[src/splf_pkg.sv]
package splf_pkg;

  localparam logic [3:0] ADDR_CTRL = 4'h0;
  localparam logic [3:0] ADDR_STAT = 4'h4;

  localparam int CTL_EN = 0;
  localparam int CTL_ERASE = 1;
  localparam int CTL_PWRITE = 2;
  localparam int CTL_LOCKSET = 3;
  localparam int CTL_REEN = 4;
  localparam int CTL_BUSY = 6;
  localparam int STAT_PROG = 0;
  localparam int STAT_EEBUSY = 1;
  localparam int STAT_ARMED = 2;
  localparam logic [4:0] CTRL_RST = 5'h00;

  localparam logic [4:0] CMD_LOAD = 5'h01;
  localparam logic [4:0] CMD_ERASE = 5'h03;
  localparam logic [4:0] CMD_PWRITE = 5'h05;
  localparam logic [4:0] CMD_LOCK = 5'h09;
  localparam logic [4:0] CMD_REEN = 5'h11;

  localparam logic [2:0] WIN_STORE = 3'h4;
  localparam logic [2:0] WIN_LOAD = 3'h3;
  localparam logic [2:0] WIN_FIRST = 3'h1;

  localparam logic [15:0] Z_FUSE_LOW = 16'h0000;
  localparam logic [15:0] Z_LOCK = 16'h0001;
  localparam logic [15:0] Z_FUSE_EXT = 16'h0002;
  localparam logic [15:0] Z_FUSE_HIGH = 16'h0003;
  localparam logic [15:0] RWW_LIMIT = 16'h7000;
  localparam logic [7:0] BLOCKED_DATA = 8'hFF;
  localparam logic [1:0] LOCK_PAD = 2'h3;

  localparam int CLK_MHZ = 100;
  localparam int PROG_MIN_NS = 3700000;
  localparam int PROG_MAX_NS = 4500000;
  localparam int PROG_CYCLES_DFLT = (PROG_MIN_NS * CLK_MHZ + 999) / 1000;
  localparam int PROG_MAX_CYCLES = (PROG_MAX_NS * CLK_MHZ) / 1000;
  localparam int TMR_W = 20;

  typedef enum logic [1:0] {
    ST_IDLE = 2'b00,
    ST_ARMED = 2'b01,
    ST_PROG = 2'b11
  } splf_state_t;

  typedef enum logic [2:0] {
    OP_NONE = 3'h0,
    OP_LOAD = 3'h1,
    OP_ERASE = 3'h2,
    OP_PWRITE = 3'h3,
    OP_LOCK = 3'h4,
    OP_REEN = 3'h5
  } splf_op_t;

  typedef struct packed {
    logic [3:0] address;
    logic read;
    logic write;
    logic [31:0] writedata;
    logic [3:0] byteenable;
  } splf_avs_req_t;

  typedef struct packed {
    logic store;
    logic load;
    logic [15:0] zptr;
    logic [7:0] low_data;
  } splf_cpu_req_t;

  typedef struct packed {
    logic [7:0] fuse_low;
    logic [7:0] fuse_high;
    logic [7:0] fuse_ext;
    logic [5:0] lock;
  } splf_nv_t;

  function automatic splf_op_t splf_decode(input logic [4:0] b);
    splf_op_t op;
    op = OP_NONE;
    unique case (b)
      CMD_LOAD: op = OP_LOAD;
      CMD_ERASE: op = OP_ERASE;
      CMD_PWRITE: op = OP_PWRITE;
      CMD_LOCK: op = OP_LOCK;
      CMD_REEN: op = OP_REEN;
      default: op = OP_NONE;
    endcase
    return op;
  endfunction

  function automatic logic splf_in_rww(input logic [15:0] z);
    return z < RWW_LIMIT;
  endfunction

endpackage

[src/splf_arm_window.sv]
`timescale 1ns/1ps
`default_nettype none
module splf_arm_window
  import splf_pkg::*;
(
  input wire logic clk_sys,
  input wire logic clk_en,
  input wire logic clr,
  input wire logic arm,
  input wire logic cancel,
  output logic store_open,
  output logic load_open,
  output logic expire
);

  logic active_q;
  logic [2:0] cnt_q;

  // The first cycle after the arming write is cycle one of the window.
  always_ff @(posedge clk_sys) begin
    if (clr) begin
      active_q <= 1'b0;
      cnt_q <= '0;
    end else if (clk_en) begin
      if (arm) begin
        active_q <= 1'b1;
        cnt_q <= WIN_FIRST;
      end else if (cancel || expire) begin
        active_q <= 1'b0;
      end else if (active_q) begin
        cnt_q <= cnt_q + 3'h1;
      end
    end
  end

  assign store_open = active_q && cnt_q <= WIN_STORE;
  assign load_open = active_q && cnt_q <= WIN_LOAD;
  assign expire = active_q && cnt_q == WIN_STORE && !arm && !cancel;
endmodule
`default_nettype wire

[src/splf_prog_timer.sv]
`timescale 1ns/1ps
`default_nettype none
module splf_prog_timer
  import splf_pkg::*;
#(
  parameter int unsigned CYCLES = PROG_CYCLES_DFLT
) (
  input wire logic clk_sys,
  input wire logic clk_en,
  input wire logic power_on_reset,
  input wire logic start,
  output logic busy_q,
  output logic done_q
);

  localparam logic [TMR_W-1:0] LOAD_VAL = TMR_W'(CYCLES - 1);

  logic [TMR_W-1:0] cnt_q;

  // System reset does not reach this counter, so a write in flight always finishes.
  always_ff @(posedge clk_sys) begin
    if (power_on_reset) begin
      busy_q <= 1'b0;
      done_q <= 1'b0;
      cnt_q <= '0;
    end else if (clk_en) begin
      done_q <= 1'b0;
      if (!busy_q && start) begin
        busy_q <= 1'b1;
        cnt_q <= LOAD_VAL;
      end else if (busy_q) begin
        if (cnt_q == '0) begin
          busy_q <= 1'b0;
          done_q <= 1'b1;
        end else begin
          cnt_q <= cnt_q - TMR_W'(1);
        end
      end
    end
  end
endmodule
`default_nettype wire

[src/splf_selfprog.sv]
// The placing of the registers and the Avalon-MM slave port were left to the implementer.
`timescale 1ns/1ps
`default_nettype none
module splf_selfprog
  import splf_pkg::*;
#(
  parameter int unsigned PROG_CYCLES = PROG_CYCLES_DFLT
) (
  input wire logic clk_sys,
  input wire logic reset,
  input wire logic power_on_reset,
  input wire logic clk_en,
  input wire splf_avs_req_t avs_req,
  output logic [31:0] avs_readdata,
  output logic avs_waitrequest,
  input wire splf_cpu_req_t cpu_req,
  input wire logic [7:0] flash_rdata,
  input wire splf_nv_t nv_bits,
  input wire logic eeprom_write_busy_bit,
  output logic [7:0] lpm_data,
  output logic lpm_valid,
  output logic area_busy_flag,
  output logic cpu_halt,
  output logic buf_load,
  output logic buf_erase,
  output logic flash_erase_start,
  output logic flash_write_start,
  output logic [15:0] page_addr,
  output logic lock_wr,
  output logic [5:0] lock_wr_data,
  output logic prog_busy
);

  ////////////////////////////////////////////////////////////////////////////
  // Declarations.

  splf_state_t state_q;
  splf_op_t op_q;
  splf_op_t wr_op;
  splf_op_t kind_q;
  logic [4:0] ctrl_q;
  logic area_busy_q;
  logic cpu_halt_q;
  logic waitreq_q;
  logic [31:0] readdata_q;
  logic [7:0] lpm_data_q;
  logic lpm_valid_q;
  logic buf_load_q;
  logic buf_erase_q;
  logic erase_start_q;
  logic write_start_q;
  logic [15:0] page_q;
  logic lock_wr_q;
  logic [5:0] lock_data_q;
  logic sys_clr;
  logic bus_clr;
  logic wr_fire;
  logic ctrl_wr;
  logic ctrl_accept;
  logic store_take;
  logic load_take;
  logic tmr_start;
  logic tmr_busy;
  logic tmr_done;
  logic win_store;
  logic win_load;
  logic win_expire;
  logic win_arm;
  logic win_cancel;
  logic [5:0] lock_new;

  // A system reset that lands mid-write leaves the write engine alone.
  assign sys_clr = power_on_reset || (reset && state_q != ST_PROG);
  assign bus_clr = power_on_reset || reset;

  ////////////////////////////////////////////////////////////////////////////
  // Avalon slave: waitrequest drops one cycle after a request appears.

  assign wr_fire = avs_req.write && !waitreq_q;
  assign ctrl_wr = wr_fire && avs_req.address == ADDR_CTRL && avs_req.byteenable[0];
  assign wr_op = splf_decode(avs_req.writedata[4:0]);
  assign ctrl_accept = clk_en && ctrl_wr && !eeprom_write_busy_bit &&
    state_q != ST_PROG;

  always_ff @(posedge clk_sys) begin
    if (bus_clr) begin
      waitreq_q <= 1'b1;
    end else if (clk_en) begin
      if (!waitreq_q) begin
        waitreq_q <= 1'b1;
      end else if (avs_req.read || avs_req.write) begin
        waitreq_q <= 1'b0;
      end
    end
  end

  always_ff @(posedge clk_sys) begin
    if (bus_clr) begin
      readdata_q <= 32'h00000000;
    end else if (clk_en && waitreq_q && avs_req.read) begin
      unique case (avs_req.address)
        ADDR_CTRL: readdata_q <= {24'h000000, 1'b0, area_busy_q, 1'b0, ctrl_q};
        ADDR_STAT: readdata_q <= {29'h00000000, state_q == ST_ARMED,
          eeprom_write_busy_bit, tmr_busy};
        default: readdata_q <= 32'h00000000;
      endcase
    end
  end

  ////////////////////////////////////////////////////////////////////////////
  // Arming window and write timer.

  assign win_arm = ctrl_accept && wr_op != OP_NONE;
  assign win_cancel = store_take || load_take || (ctrl_accept && wr_op == OP_NONE);

  splf_arm_window u_window (
    .clk_sys(clk_sys),
    .clk_en(clk_en),
    .clr(sys_clr),
    .arm(win_arm),
    .cancel(win_cancel),
    .store_open(win_store),
    .load_open(win_load),
    .expire(win_expire)
  );

  // Store needs the open window; EEPROM activity vetoes any programming step.
  assign store_take = clk_en && cpu_req.store && win_store && state_q == ST_ARMED &&
    !eeprom_write_busy_bit;
  assign load_take = clk_en && cpu_req.load && win_load && state_q == ST_ARMED &&
    op_q == OP_LOCK && !eeprom_write_busy_bit;
  assign tmr_start = store_take && (op_q == OP_ERASE || op_q == OP_PWRITE ||
    op_q == OP_LOCK);

  splf_prog_timer #(
    .CYCLES(PROG_CYCLES)
  ) u_timer (
    .clk_sys(clk_sys),
    .clk_en(clk_en),
    .power_on_reset(power_on_reset),
    .start(tmr_start),
    .busy_q(tmr_busy),
    .done_q(tmr_done)
  );

  ////////////////////////////////////////////////////////////////////////////
  // Control register and sequencer state.

  always_ff @(posedge clk_sys) begin
    if (sys_clr) begin
      ctrl_q <= CTRL_RST;
      state_q <= ST_IDLE;
      op_q <= OP_NONE;
    end else if (clk_en) begin
      if (tmr_done) begin
        ctrl_q <= CTRL_RST;
        state_q <= ST_IDLE;
      end else if (ctrl_accept) begin
        ctrl_q <= (wr_op == OP_NONE) ? CTRL_RST : avs_req.writedata[4:0];
        state_q <= (wr_op == OP_NONE) ? ST_IDLE : ST_ARMED;
        op_q <= wr_op;
      end else if (tmr_start) begin
        state_q <= ST_PROG;
      end else if (store_take || load_take) begin
        ctrl_q <= CTRL_RST;
        state_q <= ST_IDLE;
      end else if (win_expire && state_q == ST_ARMED) begin
        ctrl_q <= CTRL_RST;
        state_q <= ST_IDLE;
      end
    end
  end

  ////////////////////////////////////////////////////////////////////////////
  // Area busy flag and flash strobes.

  // Lock writes never set the flag, so the whole flash stays readable then.
  always_ff @(posedge clk_sys) begin
    if (sys_clr) begin
      area_busy_q <= 1'b0;
    end else if (clk_en) begin
      if (tmr_start && op_q != OP_LOCK && splf_in_rww(cpu_req.zptr)) begin
        area_busy_q <= 1'b1;
      end else if (store_take && op_q == OP_REEN && !tmr_busy) begin
        area_busy_q <= 1'b0;
      end else if (store_take && op_q == OP_LOAD) begin
        area_busy_q <= 1'b0;
      end
    end
  end

  always_ff @(posedge clk_sys) begin
    if (sys_clr) begin
      buf_load_q <= 1'b0;
      buf_erase_q <= 1'b0;
      erase_start_q <= 1'b0;
      write_start_q <= 1'b0;
    end else if (clk_en) begin
      buf_load_q <= store_take && op_q == OP_LOAD;
      buf_erase_q <= store_take && op_q == OP_REEN && !tmr_busy;
      erase_start_q <= tmr_start && op_q == OP_ERASE;
      write_start_q <= tmr_start && op_q == OP_PWRITE;
    end
  end

  ////////////////////////////////////////////////////////////////////////////
  // Write engine: survives system reset until the timer ends.

  // The pointer is ignored for lock writes; only low data bits 5..0 matter.
  assign lock_new = nv_bits.lock & cpu_req.low_data[5:0];

  always_ff @(posedge clk_sys) begin
    if (power_on_reset) begin
      kind_q <= OP_NONE;
      page_q <= 16'h0000;
      lock_data_q <= 6'h3F;
      cpu_halt_q <= 1'b0;
      lock_wr_q <= 1'b0;
    end else if (clk_en) begin
      lock_wr_q <= tmr_done && kind_q == OP_LOCK;
      if (tmr_start) begin
        kind_q <= op_q;
        if (op_q == OP_LOCK) begin
          lock_data_q <= lock_new;
        end else begin
          page_q <= cpu_req.zptr;
          cpu_halt_q <= !splf_in_rww(cpu_req.zptr);
        end
      end else if (tmr_done) begin
        cpu_halt_q <= 1'b0;
      end
    end
  end

  ////////////////////////////////////////////////////////////////////////////
  // Program-memory load answers.

  always_ff @(posedge clk_sys) begin
    if (sys_clr) begin
      lpm_valid_q <= 1'b0;
      lpm_data_q <= 8'h00;
    end else if (clk_en) begin
      lpm_valid_q <= cpu_req.load;
      if (load_take) begin
        // Stored values are already active low: programmed reads as zero.
        unique case (cpu_req.zptr)
          Z_FUSE_LOW: lpm_data_q <= nv_bits.fuse_low;
          Z_LOCK: lpm_data_q <= {LOCK_PAD, nv_bits.lock};
          Z_FUSE_EXT: lpm_data_q <= nv_bits.fuse_ext;
          Z_FUSE_HIGH: lpm_data_q <= nv_bits.fuse_high;
          default: lpm_data_q <= BLOCKED_DATA;
        endcase
      end else if (cpu_req.load) begin
        lpm_data_q <= (area_busy_q && splf_in_rww(cpu_req.zptr)) ?
          BLOCKED_DATA : flash_rdata;
      end
    end
  end

  assign avs_readdata = readdata_q;
  assign avs_waitrequest = waitreq_q;
  assign lpm_data = lpm_data_q;
  assign lpm_valid = lpm_valid_q;
  assign area_busy_flag = area_busy_q;
  assign cpu_halt = cpu_halt_q;
  assign buf_load = buf_load_q;
  assign buf_erase = buf_erase_q;
  assign flash_erase_start = erase_start_q;
  assign flash_write_start = write_start_q;
  assign page_addr = page_q;
  assign lock_wr = lock_wr_q;
  assign lock_wr_data = lock_data_q;
  assign prog_busy = tmr_busy;

  ////////////////////////////////////////////////////////////////////////////
  // Checks.

  logic [5:0] lock_new_d1;
  logic [7:0] fuse_low_d1;
  always_ff @(posedge clk_sys) begin
    lock_new_d1 <= lock_new;
    fuse_low_d1 <= nv_bits.fuse_low;
  end
endmodule
`default_nettype wire

[config.mk]
export PLATFORM = sky130hd
export DESIGN_NAME = splf_selfprog
export DESIGN_NICKNAME = d
export VERILOG_FILES = /design/src/splf_pkg.sv /design/src/splf_arm_window.sv /design/src/splf_prog_timer.sv /design/src/splf_selfprog.sv
export SDC_FILE = /design/constraint.sdc
export NUM_CORES = 1
export LEC_CHECK = 0
export ABC_AREA = 1
export BUFFER_PORTS_ARGS = -buffer_cell sky130_fd_sc_hd__buf_2
export CAP_MARGIN = 20
export CELL_PAD_IN_SITES_DETAIL_PLACEMENT = 1
export CELL_PAD_IN_SITES_GLOBAL_PLACEMENT = 2
export CORE_MARGIN = 2
export CORE_UTILIZATION = 22
export DETAILED_ROUTE_END_ITERATION = 16
export GPL_ROUTABILITY_DRIVEN = 0
export PLACE_DENSITY = 0.82
export SYNTH_ARGS = -nofsm -noshare
export SYNTH_HDL_FRONTEND = slang
export SYNTH_SLANG_ARGS = --single-unit
[constraint.sdc]
create_clock -name clk_sys -period 1.56 [get_ports clk_sys]
set_input_delay 0.312 -clock clk_sys [delete_from_list [all_inputs] [get_ports clk_sys]]
set_output_delay 0.312 -clock clk_sys [all_outputs]
set_load 0.01 [all_outputs]
Word-level counts from Yosys, hierarchy flattened
Cells that the tools add are included.
{ "classes": {"addsub": 2, "magnitude_cmp": 3, "eq_ne": 23, "reduce_logical": 76, "bitwise_logic": 3, "mux": 40} }
{ "ops": {"columns": ["cell", "count"], "rows": [
  ["$mux W20", 3],
  ["$logic_and A1 B1 Y1", 37],
  ["$eq A16 B2 Y1 const B", 2],
  ["$pmux W8 S4", 1],
  ["$mux W5", 6],
  ["$mux W8", 3],
  ["$reduce_and A3 Y1", 7],
  ["$logic_not A20 Y1", 1],
  ["$sub A20 B1 Y20 const B", 1],
  ["$mux W1", 17],
  ["$eq A16 B1 Y1 const B", 1],
  ["$logic_not A16 Y1", 1],
  ["$lt A16 B15 Y1 const B", 1],
  ["$pmux W3 S5", 1],
  ["$pmux W7 S2", 1],
  ["$eq A3 B3 Y1 const B", 4],
  ["$mux W2", 5],
  ["$reduce_and A2 Y1", 5],
  ["$reduce_bool A2 Y1", 5],
  ["$mux W3", 3],
  ["$logic_or A1 B1 Y1", 8],
  ["$and A6 B6 Y6", 1],
  ["$eq A3 B2 Y1 const B", 2],
  ["$logic_not A1 Y1", 6],
  ["21 further kinds", 25]
]} }
{ "word_totals": {"reg_bits": 110, "out_inout_bits": 72, "input_bits": 111, "elab_cells": 169} }

Logic depth before layout (Yosys ltp)
Gate-level depths: netlist of the first run.
{ "logic_depth": {"depth_word": 17, "ltp_mapped": 14, "ltp_nobuf": 14} }

Hierarchy
A second synthesis of the first run with hierarchy kept.
{ "hier_totals": {"hier_cells": 711, "hier_area_um2": 4759.6} }
{ "modules_own_cells": {"columns": ["module", "area_per_inst_um2", "n_inst", "seq_area_each_um2", "cells_per_inst"], "rows": [
  ["splf_selfprog", 3065.4, 1, 1161.1, 446],
  ["splf_prog_timer", 1421.4, 1, 440.4, 224],
  ["splf_arm_window", 272.8, 1, 80.1, 41]
]} }

Least setup slack after synthesis of the first run
Ideal clock, no wire load.
{ "synth_timing": {"kind": "register to register", "start": "register u_window.cnt_q[0]", "end": "register ctrl_q[1]", "stages_incl_launch_ff": 14, "required_ps": 1496, "n_path_buf": 0, "setup_time_ps": 64, "arrival_time_ps": 1601, "synth_period_minus_slack_ps": 1666, "setup_slack_ps": -106, "cell_sequence": "dfxtp_1 -> inv_1 -> ha_1 -> inv_1 -> a21oi_2 -> nand2_2 -> inv_1 -> nor2_1 -> nand2_1 -> o21ai_4 -> nand3_2 -> nand2_1 -> inv_1 -> nor2_1"} }
{ "synth_between": {"elab_chain_cells": 13, "elab_cells_between_ends": 27, "cone_classes": "2 x order compare; 2 x eq/ne; 4 x mux; 19 x reduce/logical"} }
{ "synth_lines": {"columns": ["element", "line_no", "rtl"], "rows": [
  ["start: declaration", "splf_arm_window.sv:17", "logic [2:0] cnt_q;"],
  ["start signal: assignment", "splf_arm_window.sv:31", "cnt_q <= cnt_q + 3'h1;"],
  ["$le A3 B2 Y1", "splf_arm_window.sv:37", "assign load_open = active_q && cnt_q <= WIN_LOAD;"],
  ["$logic_and A1 B1 Y1", "splf_arm_window.sv:37", null],
  ["$logic_and A1 B1 Y1 (3 in a row)", "splf_selfprog.sv:130", "assign load_take = clk_en && cpu_req.load && win_load && state_q == ST_ARMED &&"],
  ["$logic_and A1 B1 Y1", "splf_selfprog.sv:131", "op_q == OP_LOCK && !eeprom_write_busy_bit;"],
  ["$logic_or A1 B1 Y1", "splf_selfprog.sv:114, splf_selfprog.sv:164", null],
  ["$logic_or A1 B1 Y1", "splf_selfprog.sv:114", "assign win_cancel = store_take || load_take || (ctrl_accept && wr_op == OP_NONE);"],
  ["$logic_not A1 Y1", "splf_arm_window.sv:38", "assign expire = active_q && cnt_q == WIN_STORE && !arm && !cancel;"],
  ["$logic_and A1 B1 Y1", "splf_arm_window.sv:38", null],
  ["$logic_and A1 B1 Y1", "splf_selfprog.sv:167", "end else if (win_expire && state_q == ST_ARMED) begin"],
  ["$reduce_bool A4 Y1 (no source line)", null, null],
  ["$reduce_and A3 Y1 (no source line)", null, null],
  ["end signal: assignment", "splf_selfprog.sv:159", "ctrl_q <= (wr_op == OP_NONE) ? CTRL_RST : avs_req.writedata[4:0];"],
  ["end: declaration", "splf_selfprog.sv:41", "logic [4:0] ctrl_q;"]
]} }
Several ways; a longest one is shown, not always the timed one. The select of a mux whose other input is x is not followed.
A chain may end at the register's enable or synchronous reset.

Worst setup path after layout of the first run
{ "layout_timing": {"start": "register u_window.cnt_q[0]", "end": "register u_timer.cnt_q[6]"} }
{ "layout_between": {"elab_chain_cells": 9, "elab_cells_between_ends": 11, "cone_classes": "1 x order compare; 1 x eq/ne; 1 x mux; 8 x reduce/logical"} }
{ "layout_lines": {"columns": ["element", "line_no", "rtl"], "rows": [
  ["$le A3 B3 Y1 *", "splf_arm_window.sv:36", "assign store_open = active_q && cnt_q <= WIN_STORE;"],
  ["$logic_and A1 B1 Y1 *", "splf_arm_window.sv:36", null],
  ["$logic_and A1 B1 Y1 * (3 in a row)", "splf_selfprog.sv:128", "assign store_take = clk_en && cpu_req.store && win_store && state_q == ST_ARMED &&"],
  ["$logic_and A1 B1 Y1 *", "splf_selfprog.sv:132", "assign tmr_start = store_take && (op_q == OP_ERASE || op_q == OP_PWRITE ||"],
  ["$logic_and A1 B1 Y1 *", "splf_prog_timer.sv:28", "if (!busy_q && start) begin"],
  ["$ne A2 B1 Y1 (no source line) or $reduce_bool A2 Y1 (tied branches)", null, null],
  ["$reduce_and A3 Y1 (no source line)", null, null],
  ["end signal: assignment", "splf_prog_timer.sv:36", "cnt_q <= cnt_q - TMR_W'(1);"],
  ["end: declaration", "splf_prog_timer.sv:18", "logic [TMR_W-1:0] cnt_q;"]
]} }
Every way passes the cells marked *; elsewhere a longest branch is shown, timed or not.

==> flow_summary.toml, run 1 <==
[yosys]
async_flop_share = 0
synth_edf_count = 0
synth_top_flop_cell = "dfxtp_1"
yosys_warnings = 0
synth_cells = 681
synth.cell_area_um2 = 4540
avgSynthCellArea_um2 = 6.67
synth-seq-cells = 84
yosysSeqAreaShare = 0.370
synth.distinct_cells = 39

[setup_path]
critPathArrivalTime_ps = 2120
crit_path_max_incr_delay_ps = 360
crit_path_end_kind = "register"
critPathBufInv = 4
crit_chain = "inv_2, ha_4, inv_4, a21oi_4, nand2_4, a21oi_4, nand2_4, nand2_8, buf_4, buf_6, nand2_2, nor2_1, nor2_1, a21oi_1"
crit_fanout = 5
cpLargestDelayFamily = "simple AND/OR/NAND/NOR gates"
cp.required_ps = 1840
cpMaxStageDelayCell = "dfxtp_4"
start_kind = "register"
critical_path_class = "reg2reg"

[floorplan]
start_util = 0.225
dieWidth_um = 148
io_pins = 183
core_um2 = 20200
dieArea_um2 = 21800
die_h_um = 148
rows = 52

[power_and_ir_drop]
p_seq_frac = 0.459
clkPwrFrac = 0.459
irDropWorstVdd_mv = 0.501
total_leakage_power_uw = 0.00332
p_sw_uw = 1100
swShare = 0.235
p_int_uw = 3600
p_comb_frac = 0.082
power_uw = 4700
powerDensity_nw_per_um2 = 660

[status]
status = "complete, but fails checks"
violations = "setup timing"

[timing]
report.final.slew_viol_count = 0
tightest_slew_ps = 764
fin_worst_skew_ps = 5.23
post-route-period-util = 1.18
relSlewSlack = 0.490
period_needed_ps = 1840
hold_viol_final = 0
rsz0062_at_grt = "yes"
setup_ws_ps = -279
fmax_ghz = 0.544
setup_viol_count_final = 70

[cts]
ctsHoldBuffers = 0
clk_latency_ps = 350
cts_max_path_buffers = 2
clkTransAtPathRegs_ps = 60
cts_tree = "yes"
clock_sinks = 84
clock-root-buffer = "clkbuf_16"
cts_buffers = 9
h-tree-depth = 3

[run]
maxCapViolations = 0

[routing]
vias_per_cell = 4.35
drt_iter0_drc = 175
post_drt_wl_per_cell_um = 14.2
postRouteAntennaNets = 0
firstDrtPassIters = 4
drcViolationCount = 0
vias = 5258
drt_wl_total_um = 17200

[finish]
area_delta_synth_final_pct = 56.7
fin_nets = 1051
antennaDiodeCount = 0
nFillCells = 2582
drive_gt1_frac = 0.388
utilization = 0.352

[global_routing]
grtUsageTotal = 0.159
grt_pass1_wl_um = 27700
grt_start_max_net_pins = 23
grt_remaining_overflow = 0
grt_pass1_vias = 5538
antenna_found_initial = 0

[place]
io_buffers = 124
place_hpwl_um = 13100

[worst_hold_path]
hold_path.class = "in2reg"
-- registers in the layout, indices dropped and copies added, names as in the netlist, 2 cells and up --
name            count
kind_q              3
ctrl_q              5
state_q             2
u_timer.cnt_q      20
op_q                3
u_window.cnt_q      3
lock_wr_data        6
avs_readdata        6
lpm_data            8
page_addr          16
-- layout by cell type (no fill, tap or decap), types with 4 or more instances in the layout --
master     netlist  routed
conb_1           1      26
buf_12           0       4
nor2_4           1       8
nand2_1        159     146
o21ai_1          0       7
inv_1           63      53
nor2_2           3      11
xnor2_1          5       5
nand3_1         41      36
o21ai_0         36      29
nand3b_1         7       7
nand4_1         17      17
buf_2            1     124
buf_4           27     117
a21oi_2          2      13
inv_4            0       4
nor2_1         111      96
dfxtp_1         84      82
a31oi_1          6       6
xor2_1           4       4
a21oi_1         57      44
nand3_2          3       6
nand2_2          5      15
nand2_4          3       5
inv_2            2       8
clkbuf_16        0      12
buf_6            2      13
-- power groups by stage --
stage	Clock, uW	Sequential [uW]	Combinational (uW)
floorplan	0	2210	190
global placement	0	2210	379
detailed placement	0	2210	381
CTS	2230	2160	388
global route	2310	2160	429
finish	2160	2160	385
-- worst min-delay path, delay by kind of cell --
family	cells	cell delay (ps)
and+or+nand+nor	2	130
buffers and inverters	1	80
-- synthesized netlist by cell type, types with 6 or more instances --
| master | number | area, um2 |
|---|---|---|
| a21oi_1 | 57 | 285 |
| a31oi_1 | 6 | 37.5 |
| buf_4 | 27 | 203 |
| clkbuf_1 | 13 | 48.8 |
| dfxtp_1 | 84 | 1680 |
| inv_1 | 63 | 236 |
| nand2_1 | 159 | 597 |
| nand3_1 | 41 | 205 |
| nand3b_1 | 7 | 52.6 |
| nand4_1 | 17 | 106 |
| nor2_1 | 111 | 417 |
| nor3_1 | 6 | 30.0 |
| o21ai_0 | 36 | 180 |
-- area by class of cell --
class,instances,area (um2),area share
Multi-Input combinational cell,512,2710,0.381
Timing Repair Buffer,262,1820,0.255
Sequential cell,84,1690,0.237
Tap cell,270,338,0.0474
Inverter,67,279,0.0392
Clock buffer,13,250,0.0351
Clock inverter,2,35.0,0.00492
-- cell families (layout without fill, tap and decap cells) --
group | Yosys count | in the layout | share of synthesized area
simple gates | 361 | 361 | 0.347
compound gates | 112 | 112 | 0.137
buf+inv | 110 | 344 | 0.117
flops | 84 | 84 | 0.370
xor+xnor | 9 | 9 | 0.0173
fa+ha+maj | 4 | 4 | 0.0110
other cells | 1 | 26 | 0.000825
-- metal layers --
metal,vias up,GRT usage,part of all wire
li1,2664,-,-
met1,2452,0.194,0.44
met2,122,0.272,0.48
met3,20,0.0401,0.058
met4,0,0.0543,0.019
met5,-,0,0
-- final timing paths --
kind / start / endpoint / slack [ps] / cells after the start
max: u_window.cnt_q[0] / u_timer.cnt_q[6] / -280 / 14
min: cpu_req[0] / lock_wr_data[0] / 190 / 3
max reg2reg: u_window.cnt_q[0] / u_timer.cnt_q[6] / -280 / 14
min reg2reg: ctrl_q[0] / ctrl_q[0] / 470 / 2
-- per-stage QoR --
| step | worst slack (ps) | hold slack [ps] | TNS, ps | std cells | cell area (um2) |
|---|---|---|---|---|---|
| 3_5_place_dp | -381 | 458 | -14930 | 1172 | 6250 |
| 6_report | -279 | 193 | -9190 | 1210 | 7120 |
| 4_1_cts | -268 | 181 | -6870 | 1200 | 6880 |
| 5_1_grt | -404 | 194 | -16410 | 1210 | 7120 |
| 2_1_floorplan | -92.6 | 426 | -494 | 706 | 4670 |
| 3_3_place_gp | -301 | 441 | -12950 | 1172 | 6250 |
-- timing repair --
action / CTS / global route
setup endpoints to repair: 62 / 71
resized for setup: 68 / 37
pin swaps: 17 / 9
buffers inserted: 14 / 7
cloned: 0 / 3
(Power assumes the default switching activity.)
==> inputs of run 2 (changes only) <==
--- a/config.mk
+++ b/config.mk
@@ -15,6 +15,7 @@
 export DETAILED_ROUTE_END_ITERATION = 16
 export GPL_ROUTABILITY_DRIVEN = 0
 export PLACE_DENSITY = 0.82
+export SETUP_SLACK_MARGIN = 0.5
 export SYNTH_ARGS = -nofsm -noshare
 export SYNTH_HDL_FRONTEND = slang
 export SYNTH_SLANG_ARGS = --single-unit
==> flow_summary.toml, run 2 (synthesized netlist as in run 1, its figures left out) <==
[status]
status = "complete, but fails checks"
violations = "setup timing"

[cts]
cts_buffers = 9
h-tree-depth = 3
cts_max_path_buffers = 2
cts_tree = "yes"
clk_latency_ps = 350
clock-root-buffer = "clkbuf_16"
ctsHoldBuffers = 0
clkTransAtPathRegs_ps = 70
clock_sinks = 84

[routing]
post_drt_wl_per_cell_um = 15.2
vias = 5414
firstDrtPassIters = 6
drcViolationCount = 0
vias_per_cell = 4.41
postRouteAntennaNets = 0
drt_wl_total_um = 18600
drt_iter0_drc = 179

[global_routing]
grtUsageTotal = 0.159
grt_util_met2 = 0.295
grt_use_met3 = 0.0235
grt_pass1_wl_um = 27700
grt_start_max_net_pins = 25
busiest_layer = "met2"
antenna_found_initial = 0
grt_remaining_overflow = 0
use_met1 = 0.188
grt_pass1_vias = 5465

[place]
io_buffers = 124
place_hpwl_um = 12700

[setup_path]
reg2reg_slack_ps = -240
crit_fanout = 6
crit_path_max_incr_delay_ps = 370
crit_top_cell = "nand2_2"
reg2regPathDepth = 13
cp.required_ps = 1800
cpLargestDelayFamily = "simple AND/OR/NAND/NOR gates"
worst_r2r_endpoint = "ctrl_q[4]"
crit_path_end_kind = "register"
r2r_start = "u_window.cnt_q[0]"
critPathLaunch = "u_window.cnt_q[0]"
critical_path_class = "reg2reg"
crit_chain = "ha_4, ha_4, inv_2, nand2_2, nand2_2, nor2_4, nor2_2, nand2_2, o21ai_4, buf_6, nand4_1, nand2_1, nor2_2"
critPathArrivalTime_ps = 2050
worstSetupPathDepth = 13
critPathBufInv = 2
start_kind = "register"
critPathCapture = "ctrl_q[4]"
cpMaxStageDelayCell = "dfxtp_4"

[finish]
largest_reg_flops = 20
antennaDiodeCount = 0
largest-register = "u_timer.cnt_q"
fin_nets = 1070
layout_common_cells = "nand2_1 (136), buf_4 (118), buf_2 (78), nor2_1 (74), buf_6 (68)"
layout_commonest_cell = "nand2_1"
utilization = 0.402
area_delta_synth_final_pct = 79.1
drive_gt1_frac = 0.530

[floorplan]
io_pins = 183
start_util = 0.225
rows = 52
dieWidth_um = 148
core_um2 = 20200
die_h_um = 148
dieArea_um2 = 21800

[timing]
report.final.slew_viol_count = 0
worst_hold_slack_ps = 195
setup_ws_ps = -245
setup_viol_count_final = 61
fin_worst_skew_ps = 11.2
fmax_ghz = 0.554
period_needed_ps = 1800
hold_viol_final = 0
rsz0062_at_grt = "yes"
post-route-period-util = 1.16

[power_and_ir_drop]
powerDensity_nw_per_um2 = 612
total_leakage_power_uw = 0.00358
irDropWorstVdd_mv = 0.394

[worst_hold_path]
hold_path.class = "in2reg"

[run]
maxCapViolations = 0
## run 2: cell count changes in the layout (fill, tap and decap cells not counted), sizes merged
| cell | before | now |
|---|---|---|
| clkinv | 2 | 4 |
| clkbuf | 16 | 13 |
| buf | 259 | 274 |
| bufinv | 1 | 2 |
| clkinvlp | 0 | 4 |
## run 2: metrics by stage
stage / total power, uW / cells / setup WS (ps) / TNS, ps / instance area (um2)
after CTS: 5010 / 1208 / -250 / -6610 / 7560
final: 4980 / 1229 / -245 / -9050 / 8140
after detailed placement: 2590 / 1169 / -344 / -11750 / 6310
after floorplan: 2420 / 706 / -92.6 / -871 / 4780
after global placement: 2580 / 1169 / -282 / -9390 / 6310
after global routing: 5160 / 1229 / -335 / -14070 / 8140
## run 2: layout make-up
cell class,count,area (um2)
fillers,2464,12100
multi-input cells,512,3070
repair buffers,278,2330
flip-flops and latches,84,1760
well taps,270,338
inverters,67,303
clock buffers,9,225
clock inverters,6,88.8
repair inverters,3,31.3
## run 2: metal layers
metal	wire length [um]	part of all wire	vias up
li1	-	-	2706
met1	7720	0.41	2613
met2	10200	0.55	76
met3	494	0.027	19
met4	241	0.013	0
met5	0	0	-
## run 2: worst min-delay path by stage
| stage | start | endpoint | slack (ps) | depth (start not counted) |
|---|---|---|---|---|
| floorplan | ctrl_q[0] | ctrl_q[0] | 430 | 2 |
| global placement | ctrl_q[0] | ctrl_q[0] | 440 | 2 |
| detailed placement | ctrl_q[0] | ctrl_q[0] | 450 | 2 |
| CTS | cpu_req[3] | lock_wr_data[3] | 180 | 3 |
| global route | cpu_req[1] | lock_wr_data[1] | 210 | 3 |
| finish | cpu_req[3] | lock_wr_data[3] | 190 | 3 |
## run 2: what timing repair did
action                                  in CTS  in global routing
gates cloned                                 2                  6
pin swaps                                   38                 55
resized for setup                          222                 96
endpoints found under the setup margin     128                128
buffers inserted                            22                 15
## run 2: power breakdown
group          internal (uW)  total [uW]  switching, uW
Sequential              2150        2160           8.14
Clock                   1400        2360            963
Combinational            208         463            255
## run 2: tightest hold or removal path, delay by kind of cell
family	cells	cell delay [ps]
AND/OR/NAND/NOR	2	130
buffers and inverters	1	70
==> inputs of run 3 (changes only) <==
--- a/config.mk
+++ b/config.mk
@@ -5,16 +5,15 @@
 export SDC_FILE = /design/constraint.sdc
 export NUM_CORES = 1
 export LEC_CHECK = 0
-export ABC_AREA = 1
 export BUFFER_PORTS_ARGS = -buffer_cell sky130_fd_sc_hd__buf_2
 export CAP_MARGIN = 20
 export CELL_PAD_IN_SITES_DETAIL_PLACEMENT = 1
 export CELL_PAD_IN_SITES_GLOBAL_PLACEMENT = 2
 export CORE_MARGIN = 2
-export CORE_UTILIZATION = 22
+export CORE_UTILIZATION = 24
 export DETAILED_ROUTE_END_ITERATION = 16
 export GPL_ROUTABILITY_DRIVEN = 0
-export PLACE_DENSITY = 0.82
+export PLACE_DENSITY = 0.83
 export SETUP_SLACK_MARGIN = 0.5
 export SYNTH_ARGS = -nofsm -noshare
 export SYNTH_HDL_FRONTEND = slang
==> flow_summary.toml, run 3 <==
[global_routing]
grt_start_max_net_pins = 22
grtUsageTotal = 0.195
grt_use_met3 = 0.0386
grt_util_met2 = 0.368
grt_pass1_wl_um = 28500
grt_pass1_vias = 5484
use_met1 = 0.215
busiest_layer = "met2"
antenna_found_initial = 1
grt_remaining_overflow = 0

[worst_hold_path]
hold_end = "lpm_data[3]"
hold_depth = 3
hold_path.class = "in2reg"
hp-start = "flash_rdata[3]"

[yosys]
synth_top_area_cell = "dfxtp_1"
synth_top_flop_cell = "dfxtp_1"
synth_edf_count = 0
yosys_warnings = 0
synth.distinct_cells = 66
synth_top_area_frac = 0.393
yosysMostFrequentCell = "dfxtp_1"
synth-seq-cells = 84
synth_cells = 502
yosysSeqAreaShare = 0.393
synth.cell_area_um2 = 4280
async_flop_share = 0
avgSynthCellArea_um2 = 8.53
synth_commonest_cells = "dfxtp_1 (84), nand2_1 (66), nor2_1 (48)"
ys_top_cells_by_area = "dfxtp_1 (39%), nand2_1 (5.8%), a21oi_1 (5.1%)"

[finish]
seq_area_um2 = 1780
layout_common_cells = "buf_4 (127), buf_2 (77), buf_6 (74), dfxtp_2 (54), nor2_1 (37)"
utilization = 0.472
nFillCells = 1923
area_delta_synth_final_pct = 91.4
multi_input_area_um2 = 3460
final_area_um2 = 8200
drive_gt1_frac = 0.711
fin_nets = 895
largest_reg_flops = 20
largest-register = "u_timer.cnt_q"
layout_commonest_cell = "buf_4"

[setup_path]
r2r_start = "u_timer.cnt_q[1]"
cpLargestDelayFamily = "simple AND/OR/NAND/NOR gates"
critPathArrivalTime_ps = 2120
critical_path_class = "reg2reg"
critPathBufInv = 1
crit_path_max_incr_delay_ps = 440
crit_path_end_kind = "register"
reg2regPathDepth = 7
start_kind = "register"
cp.required_ps = 1840
cpMaxStageDelayCell = "or3b_4"
worst_r2r_endpoint = "u_timer.cnt_q[1]"
crit_fanout = 4
crit_chain = "inv_2, ha_4, or3b_4, nor2_4, a21oi_4, mux2_1, a21oi_1"
reg2reg_slack_ps = -280

[routing]
vias = 5095
post_drt_wl_per_cell_um = 20.1
vias_per_cell = 5.04
firstDrtPassIters = 4
drt_iter0_drc = 246
postRouteAntennaNets = 0
drcViolationCount = 0
drt_wl_total_um = 20300

[cts]
clock_sinks = 84
clock-root-buffer = "clkbuf_16"
cts_tree = "yes"
cts_max_path_buffers = 2
cts_buffers = 9
clkTransAtPathRegs_ps = 70
ctsHoldBuffers = 0
clk_latency_ps = 350
h-tree-depth = 3

[timing]
period_needed_ps = 1840
setup_ws_ps = -279
report.final.slew_viol_count = 0
rsz0062_at_grt = "yes"
setup_tns_ps = -6600
tightest_slew_ps = 638
post-route-period-util = 1.18
fmax_ghz = 0.544
relSlewSlack = 0.570
setup_viol_count_final = 68
hold_viol_final = 0
fin_worst_skew_ps = 8.67

[power_and_ir_drop]
total_leakage_power_uw = 0.00320
irDropWorstVdd_mv = 0.603
powerDensity_nw_per_um2 = 615

[floorplan]
core_um2 = 17400
dieArea_um2 = 18900
io_pins = 183
start_util = 0.247
rows = 48
die_h_um = 138
dieWidth_um = 138

[status]
status = "complete, but fails checks"
violations = "setup timing"

[place]
io_buffers = 124
place_hpwl_um = 12400
dpl_cell_area_um2 = 5930

[run]
maxCapViolations = 0
==> run 3: cell types whose count changed in the layout (fill, tap and decap cells not counted), moves of 11 or more <==
cell,change
nor2_4,-16
nor2_1,-37
inv_1,-39
a21oi_1,-21
nand3_1,-34
nor2_2,-11
nand2_1,-108
==> run 3: cells by family after synthesis <==
logic type	count (synthesis)	share of synthesized area
other cells	1	0.000876
simple gates	197	0.238
buf+inv	57	0.0777
flops	84	0.393
compound gates	133	0.203
mux	13	0.0494
xor+xnor	13	0.0266
fa+ha+maj	4	0.0117
==> run 3: timing repair <==
action / 4_1_cts / 5_1_grt
cloned: 5 / 0
resized for setup: 239 / 86
pin swaps: 83 / 57
endpoints found under the hold margin: 0 / 0
buffers inserted: 46 / 24
setup endpoints to repair: 128 / 129
==> run 3: how the worst max path moves through the flow <==
stage | start | to | slack (ps) | cells past startpoint
final | u_timer.cnt_q[1] | u_timer.cnt_q[1] | -280 | 7
after floorplan | u_timer.cnt_q[2] | u_timer.cnt_q[9] | -130 | 5
after detailed placement | cpu_req[21] | lpm_data[4] | -360 | 7
after CTS | u_timer.cnt_q[1] | u_timer.cnt_q[19] | -160 | 5
after global routing | u_timer.cnt_q[1] | u_timer.cnt_q[1] | -340 | 7
after global placement | cpu_req[21] | lpm_data[3] | -280 | 7
==> run 3: layout make-up <==
type                            count  area share
Tap cell                          225      0.0344
Clock inverter                      5     0.00779
Clock buffer                       11      0.0322
Inverter                            9     0.00504
Timing Repair Buffer              286       0.282
Multi-Input combinational cell    390       0.422
Sequential cell                    84       0.217
Antenna cell                        1    0.000305
==> run 3: where the power goes <==
| group | internal, uW | switching (uW) |
|---|---|---|
| combinational | 231 | 291 |
| clock | 1400 | 969 |
| sequential | 2140 | 7.09 |
==> run 3: tightest hold or removal path, stage by stage <==
cell    delay, ps
buf_2          80
nor2_1         40
nor2_1         80
==> run 3: metal layers <==
| layer | vias to the layer above | wire, um |
|---|---|---|
| met5 | - | 0 |
| met4 | 0 | 432 |
| met3 | 34 | 780 |
| met2 | 131 | 11300 |
| met1 | 2591 | 7830 |
| li1 | 2339 | - |
==> run 3: through the flow <==
stage	power (uW)	hold WS [ps]	setup slack, ps	instances
floorplan	2450	421	-133	527
global placement	2610	433	-284	919
detailed placement	2620	444	-358	919
CTS	5030	186	-161	986
global route	5220	189	-341	1011
finish	5040	188	-279	1011
